### src/rtl/fsr56_pkg.sv
package fsr56_pkg;

  // lock_dummy_suspend_config field positions
  localparam int FREEZE_POS   = 7;
  localparam int DUMMY_LSB    = 4;
  localparam int ERASE_POS    = 3;
  localparam int PROG_POS     = 2;
  localparam int ABORT_POS    = 1;
  localparam int ALIGN_POS    = 0;
  // battery_test_control field positions
  localparam int RESULT_LSB   = 6;
  localparam int THRESH_LSB   = 3;
  localparam int LOAD_LSB     = 1;
  localparam int LTIME_POS    = 0;

  localparam logic [7:0] CFG_RESET  = 8'h00;
  localparam logic [7:0] BAT_RESET  = 8'h00;
  localparam logic [7:0] CFG_WMASK  = 8'h73;
  localparam logic [7:0] BAT_WMASK  = 8'h3f;

  // command codes
  localparam logic [7:0] CMD_LOCK   = 8'h6f;
  localparam logic [7:0] LOCK_KEY1  = 8'h4d;
  localparam logic [7:0] LOCK_KEY2  = 8'h67;
  localparam logic [7:0] CMD_ALIGNQ = 8'heb;
  localparam logic [7:0] CMD_BATST  = 8'hef;
  localparam logic [7:0] CMD_ABORT  = 8'hf0;

  // battery result codes
  localparam logic [1:0] BAT_IDLE   = 2'h0;
  localparam logic [1:0] BAT_BUSY   = 2'h1;
  localparam logic [1:0] BAT_ABOVE  = 2'h2;
  localparam logic [1:0] BAT_BELOW  = 2'h3;

  localparam logic [2:0] DUMMY_MAX  = 3'h4;

  // load times at a 50 ns clock
  localparam int CLK_NS       = 50;
  localparam int LOAD_SHORT_NS = 100000;
  localparam int LOAD_LONG_NS  = 1000000;
  localparam int LOAD_SHORT_CYC = (LOAD_SHORT_NS + CLK_NS - 1) / CLK_NS;
  localparam int LOAD_LONG_CYC  = (LOAD_LONG_NS + CLK_NS - 1) / CLK_NS;

  typedef struct packed {
    logic       valid;
    logic [7:0] data;
    logic       first;
  } fsr56_byte_t;

  typedef struct packed {
    logic        valid;
    logic [23:0] addr;
    logic [7:0]  cmd;
  } fsr56_addr_t;

endpackage

### src/rtl/fsr56_battery_timer.sv
`timescale 1ns/1ps
module fsr56_battery_timer
  import fsr56_pkg::*;
#(
  parameter int SHORT_CYC = LOAD_SHORT_CYC,
  parameter int LONG_CYC  = LOAD_LONG_CYC
) (
  input  wire logic ref_clk,
  input  wire logic reset,
  input  wire logic start,
  input  wire logic abort,
  input  wire logic long_sel,
  output logic      done
);

  logic [15:0] remaining;
  logic        running;

  always_ff @(posedge ref_clk) begin
    if (reset || abort) begin
      remaining <= 16'h0000;
      running   <= 1'b0;
      done      <= 1'b0;
    end else if (start) begin
      remaining <= long_sel ? 16'(LONG_CYC - 1) : 16'(SHORT_CYC - 1);
      running   <= 1'b1;
      done      <= 1'b0;
    end else if (running && remaining == 16'h0000) begin
      running <= 1'b0;
      done    <= 1'b1;
    end else begin
      remaining <= running ? remaining - 16'h0001 : remaining;
      done      <= 1'b0;
    end
  end

endmodule

### src/rtl/fsr56_regs.sv
`timescale 1ns/1ps
module fsr56_regs
  import fsr56_pkg::*;
#(
  parameter int SHORT_CYC = LOAD_SHORT_CYC,
  parameter int LONG_CYC  = LOAD_LONG_CYC
) (
  input  wire logic        ref_clk,
  input  wire logic        reset,
  input  wire fsr56_byte_t cmd_byte,
  input  wire logic        wr_cfg,
  input  wire logic        wr_bat,
  input  wire logic [7:0]  wr_data,
  input  wire logic        erase_suspended,
  input  wire logic        prog_suspended,
  input  wire logic        battery_below,
  input  wire logic        battery_clear,
  input  wire fsr56_addr_t read_req,
  output logic [7:0]       lock_dummy_suspend_config,
  output logic [7:0]       battery_test_control,
  output logic [7:0]       battery_status_byte,
  output logic             battery_status_valid,
  output logic [3:0]       dummy_clocks,
  output logic [3:0]       dummy_extra_clocks,
  output logic             abort_accepted,
  output logic [1:0]       battery_load_drive,
  output logic [2:0]       battery_threshold_drive,
  output logic             battery_load_on,
  output fsr56_addr_t      read_fwd
);

  typedef enum logic [1:0] {LK_IDLE, LK_KEY1, LK_KEY2} fsr56_lock_t;

  fsr56_lock_t lock_state;
  logic        register_freeze_flag;
  logic [2:0]  dummy_cycle_count;
  logic        abort_cmd_allow;
  logic        quad_word_align;
  logic [1:0]  battery_result;
  logic [2:0]  battery_threshold_sel;
  logic [1:0]  battery_load_sel;
  logic        battery_load_time;
  logic        abort_cmd;
  logic        batst_cmd;
  logic        timer_done;

  function automatic logic [3:0] dummy_count(input logic [2:0] code);
    // mode-bit clocks are part of the total, never added
    dummy_count = (code > DUMMY_MAX) ? 4'h0 : {code + 3'h1, 1'b0};
  endfunction

  function automatic logic is_cmd(input fsr56_byte_t b, input logic [7:0] code);
    is_cmd = b.valid && b.first && b.data == code;
  endfunction

  assign abort_cmd = is_cmd(cmd_byte, CMD_ABORT) && abort_cmd_allow;
  assign batst_cmd = is_cmd(cmd_byte, CMD_BATST);

  ////////////////////////////////////////////////////////////////////////////
  // lock sequence

  always_ff @(posedge ref_clk) begin
    if (reset) begin
      lock_state <= LK_IDLE;
    end else if (cmd_byte.valid) begin
      unique case (lock_state)
        LK_IDLE: lock_state <= is_cmd(cmd_byte, CMD_LOCK) ? LK_KEY1 : LK_IDLE;
        LK_KEY1: lock_state <= (!cmd_byte.first && cmd_byte.data == LOCK_KEY1) ? LK_KEY2 : LK_IDLE;
        LK_KEY2: lock_state <= LK_IDLE;
        default: lock_state <= LK_IDLE;
      endcase
    end
  end

  always_ff @(posedge ref_clk) begin
    if (reset) begin
      register_freeze_flag <= CFG_RESET[FREEZE_POS];
    end else if (lock_state == LK_KEY2 && cmd_byte.valid && !cmd_byte.first
                 && cmd_byte.data == LOCK_KEY2) begin
      register_freeze_flag <= 1'b1;
    end
  end

  ////////////////////////////////////////////////////////////////////////////
  // writable fields

  always_ff @(posedge ref_clk) begin
    if (reset) begin
      dummy_cycle_count <= CFG_RESET[DUMMY_LSB +: 3];
      abort_cmd_allow   <= CFG_RESET[ABORT_POS];
      quad_word_align   <= CFG_RESET[ALIGN_POS];
    end else if (wr_cfg) begin
      // read-only bits are never loaded from wr_data; the mask covers the dummy field only
      dummy_cycle_count <= wr_data[DUMMY_LSB +: 3] & CFG_WMASK[DUMMY_LSB +: 3];
      abort_cmd_allow   <= wr_data[ABORT_POS];
      quad_word_align   <= wr_data[ALIGN_POS];
    end
  end

  always_ff @(posedge ref_clk) begin
    if (reset) begin
      battery_threshold_sel <= BAT_RESET[THRESH_LSB +: 3];
      battery_load_sel      <= BAT_RESET[LOAD_LSB +: 2];
      battery_load_time     <= BAT_RESET[LTIME_POS];
    end else if (wr_bat) begin
      battery_threshold_sel <= wr_data[THRESH_LSB +: 3] & BAT_WMASK[THRESH_LSB +: 3];
      battery_load_sel      <= wr_data[LOAD_LSB +: 2];
      battery_load_time     <= wr_data[LTIME_POS];
    end
  end

  ////////////////////////////////////////////////////////////////////////////
  // battery test

  fsr56_battery_timer #(
    .SHORT_CYC (SHORT_CYC),
    .LONG_CYC  (LONG_CYC)
  ) u_timer (
    .ref_clk  (ref_clk),
    .reset    (reset),
    .start    (batst_cmd && battery_result != BAT_BUSY),
    .abort    (abort_cmd || battery_clear),
    .long_sel (battery_load_time),
    .done     (timer_done)
  );

  always_ff @(posedge ref_clk) begin
    if (reset) begin
      battery_result <= BAT_IDLE;
    end else if (abort_cmd || battery_clear) begin
      battery_result <= BAT_IDLE;
    end else if (timer_done) begin
      battery_result <= battery_below ? BAT_BELOW : BAT_ABOVE;
    end else if (batst_cmd && battery_result != BAT_BUSY) begin
      battery_result <= BAT_BUSY;
    end
  end

  always_ff @(posedge ref_clk) begin
    if (reset) begin
      battery_status_byte  <= BAT_RESET;
      battery_status_valid <= 1'b0;
    end else begin
      battery_status_byte  <= battery_test_control;
      battery_status_valid <= batst_cmd;
    end
  end

  ////////////////////////////////////////////////////////////////////////////
  // register images and drives

  always_ff @(posedge ref_clk) begin
    if (reset) begin
      lock_dummy_suspend_config <= CFG_RESET;
      battery_test_control      <= BAT_RESET;
    end else begin
      lock_dummy_suspend_config <= {register_freeze_flag, dummy_cycle_count,
                                    erase_suspended,
                                    prog_suspended,
                                    abort_cmd_allow, quad_word_align};
      battery_test_control      <= {battery_result, battery_threshold_sel,
                                    battery_load_sel, battery_load_time};
    end
  end

  always_ff @(posedge ref_clk) begin
    if (reset) begin
      dummy_clocks            <= 4'h0;
      dummy_extra_clocks      <= 4'h0;
      abort_accepted          <= 1'b0;
      battery_load_drive      <= 2'h0;
      battery_threshold_drive <= 3'h0;
      battery_load_on         <= 1'b0;
    end else begin
      dummy_clocks            <= dummy_count(dummy_cycle_count);
      dummy_extra_clocks      <= dummy_count(dummy_cycle_count) - 4'h2;
      abort_accepted          <= abort_cmd;
      battery_load_drive      <= battery_load_sel;
      battery_threshold_drive <= battery_threshold_sel;
      battery_load_on         <= battery_result == BAT_BUSY;
    end
  end

  always_ff @(posedge ref_clk) begin
    if (reset) begin
      read_fwd <= '0;
    end else begin
      read_fwd <= read_req;
      if (read_req.cmd == CMD_ALIGNQ && quad_word_align) begin
        read_fwd.addr[1:0] <= 2'b00;
      end
    end
  end

endmodule

### config.mk
export PLATFORM = sky130hd
export DESIGN_NAME = fsr56_regs
export DESIGN_NICKNAME = d
export VERILOG_FILES = /design/src/rtl/fsr56_pkg.sv /design/src/rtl/fsr56_battery_timer.sv /design/src/rtl/fsr56_regs.sv
export SDC_FILE = /design/constraint.sdc
export NUM_CORES = 1
export LEC_CHECK = 0
export BUFFER_PORTS_ARGS = -buffer_cell sky130_fd_sc_hd__buf_4
export CAP_MARGIN = 25
export CORE_MARGIN = 2
export CORE_UTILIZATION = 25
export DETAILED_ROUTE_END_ITERATION = 7
export GPL_TIMING_DRIVEN = 0
export HOLD_SLACK_MARGIN = 0.03
export RECOVER_POWER = 50
export SKIP_CTS_REPAIR_TIMING = 1
export SLEW_MARGIN = 25
export SYNTH_ARGS = -nofsm -noshare
export SYNTH_HDL_FRONTEND = slang
export SYNTH_SLANG_ARGS = --single-unit
### constraint.sdc
create_clock -name ref_clk -period 2.3 [get_ports ref_clk]
set_input_delay 0.69 -clock ref_clk [delete_from_list [all_inputs] [get_ports ref_clk]]
set_output_delay 0.69 -clock ref_clk [all_outputs]
set_load 0.05 [all_outputs]
==> impl_metrics.py <==
metrics = {
    "yosys": {
        "synth_edf_count": 0,
        "ys_seq_area_share_pct": 56.3,
        "synthMuxAreaShare_pct": 3.66,
        "syn_area_sq_um": 3560,
        "synthAdderAreaFrac_pct": 1.41,
        "synth_compound_area_share_pct": 7.25,
        "yosys_register_bits": 100,
        "asyncSetResetFlopFracSynth_pct": 0,
        "synthSimpleGateAreaFrac_pct": 27.0,
        "yosysWarnings": 0,
        "avgSynthCellArea_sq_um": 10.4,
        "synth_xor_area_share_pct": 0.493,
        "synth_top_family_by_area": "simple AND/OR/NAND/NOR gates",
        "yosys_most_used_dff": "dfxtp_1",
        "synthCells": 343,
        "ys_types": 50,
    },
    "route": {
        "wire_per_inst_um": 13.1,
        "first_pass_iters": 4,
        "routed_via_density": 4.46,
        "drt-total-wl_um": 8750,
        "wl_met1_um": 3660,
        "met2_length_um": 4280,
        "num_vias": 2969,
        "drtIter0Drc": 174,
        "drtAntennaViolNets": 0,
        "top_layer": "met4",
        "wl_met3_um": 727,
        "drc": 0,
    },
    "grt": {
        "grt_max_degree": 17,
        "antenna_found_initial": 0,
        "grt_pass1_wl_um": 13000,
        "grt_usage_pct": 11.2,
        "grt_pass1_vias": 2667,
        "grt-ovfl-total": 0,
    },
    "clocking": {
        "cts_max_level": 3,
        "cts_made_buffers": 9,
        "clk_pin_slew_ps": 60,
        "clockBufferDepth": 2,
        "clk_latency_ps": 340,
        "cts_tree": "built",
        "cts.sinks": 100,
        "clock-root-buffer": "clkbuf_16",
    },
    "cells_and_area": {
        "fin_util_pct": 35.9,
        "syn2layout_area_growth_pct": 40.0,
        "final_common_cell": "dfxtp_1",
        "multiInputGateArea_sq_um": 1420,
        "drive_above_1_share_pct": 25.7,
        "nNetsFinal": 544,
        "instances_no_fill": 666,
        "fill_cells": 1404,
        "layout_common_cells": "dfxtp_1, buf_4, nor2b_1",
        "n_antenna_cell": 0,
        "seqCellArea_sq_um": 2000,
    },
    "setup_path": {
        "r2r_cells": 6,
        "end_kind": "register",
        "crit_fanout": 6,
        "cp.required_ps": 2560,
        "start_kind": "register",
        "crit_arrival_ps": 2350,
        "path_class": "reg -> reg",
    },
    "timing": {
        "finalMaxSlewViolations": 0,
        "worst_slew_pin_slew_ps": 841,
        "rsz0062_at_grt": "no",
        "finalSetupViolCount": 0,
        "finClkSkew_ps": 5.92,
        "holdWs_ps": 465,
        "fin_crit_sh_pct": 91.0,
        "finalHoldViolCount": 0,
        "slew-limit-headroom_pct": 43.6,
        "fmax_mhz": 478,
        "setup_slack_ps": 208,
        "fin_crit_ps": 2090,
    },
    "placement": {
        "hpwl_um": 6670,
        "placement.io_buffers": 126,
        "dp.cells": 650,
        "place_ws_ps": -155,
        "gp_congestion": 0.844,
    },
    "power_and_ir_drop": {
        "seqPwrFrac_pct": 43.7,
        "clkPwrFrac_pct": 45.1,
        "p_leak_nw": 2.06,
        "sw_frac_of_total_pct": 23.3,
        "ir_drop_uv": 358,
        "comb_power_share_pct": 11.2,
        "power_density_nw_per_um2": 835,
        "p_sw_mw": 0.970,
        "p_int_mw": 3.19,
        "power_mw": 4.16,
    },
    "floorplan": {
        "fp-row-count": 43,
        "start_util_pct": 25.6,
        "dieWidth_um": 123,
        "core_area_sq_um": 13900,
        "io_pins": 132,
        "die_y_um": 123,
        "die_area_sq_um": 15200,
    },
    "outcome": {
        "status": "finished clean",
    },
    "hold_path": {
        "holdCritPathClass": "reg -> reg",
        "hold_path_depth": 1,
    },
    "flow_run": {
        "drv_cap": 0,
    },
}
[flip-flops by register name (all words and copies together) (netlist names), 2 cells and up]
name	count
battery_load_sel	2
battery_result	2
battery_status_byte	8
battery_test_control	8
battery_threshold_sel	3
dummy_clocks	3
dummy_cycle_count	3
dummy_extra_clocks	3
lock_dummy_suspend_config	8
lock_state	2
read_fwd	33
u_timer.remaining	16
[cell usage after synthesis (all sizes together) (5+ instances only)]
library cell,instances,share of area (%)
or4,6,1.3
nor2b,56,9.9
inv,6,0.63
nand2,13,1.4
a31oi,9,1.6
o21ai,7,0.99
nor4,5,1.1
nor2,29,3.1
mux2i,13,3.7
a21oi,10,1.4
nand3,6,0.84
o31ai,6,1.4
buf,10,2.0
clkbuf,11,1.2
dfxtp,100,56
[cell families (layout without fill, tap and decap cells)]
| logic type | count (synthesis) | count (layout) |
|---|---|---|
| flops | 100 | 100 |
| simple gates | 157 | 157 |
| xor+xnor | 2 | 2 |
| mux | 13 | 13 |
| compound gates | 39 | 39 |
| fa+ha+maj | 4 | 4 |
| other cells | 1 | 2 |
| buf+inv | 27 | 169 |
[per-stage QoR]
step / area [sq um] / setup TNS [ps]
finish: 4980 / 0
CTS: 5110 / 0
detailed placement: 4730 / -707
global route: 4980 / 0
floorplan: 3560 / 0
global placement: 4730 / -331
[routing by layer]
| layer | track usage (%) | vias to the layer above |
|---|---|---|
| li1 | - | 1459 |
| met5 | 0 | - |
| met3 | 3.55 | 7 |
| met2 | 19.0 | 110 |
| met4 | 4.05 | 0 |
| met1 | 13.3 | 1393 |
[cell type report]
| type | instances | share of cell area (%) |
|---|---|---|
| Clock buffer | 11 | 5.08 |
| Multi-Input combinational cell | 217 | 28.6 |
| Sequential cell | 100 | 40.2 |
| Buffer | 21 | 2.26 |
| Clock inverter | 5 | 2.59 |
| Timing Repair Buffer | 126 | 16.3 |
| Inverter | 6 | 0.452 |
| Tap cell | 180 | 4.52 |
[final timing paths]
kind                            startpoint                 endpoint  slack [ps]
setup / recovery      u_timer.remaining[1]    u_timer.remaining[10]         210
hold / removal    battery_threshold_sel[0]  battery_test_control[3]         470
hold reg to reg   battery_threshold_sel[0]  battery_test_control[3]         470
setup reg to reg      u_timer.remaining[1]    u_timer.remaining[10]         210
[power by group through the flow]
stage,combinational (mW),sequential (mW),clock (mW)
2_1_floorplan,0.122,2.03,0
3_3_place_gp,0.492,1.86,0
3_5_place_dp,0.496,1.86,0
4_1_cts,0.498,1.82,1.92
5_1_grt,0.497,1.82,1.98
6_report,0.468,1.82,1.87
[worst max-delay path, stage by stage, from the launching register on]
cell and delay (ps):
dfxtp_1 330, inv_1 90, ha_1 290, nor4b_4 360, nand4_1 250, or3b_2 510
a31oi_1 180
(Power assumes the default switching activity.)
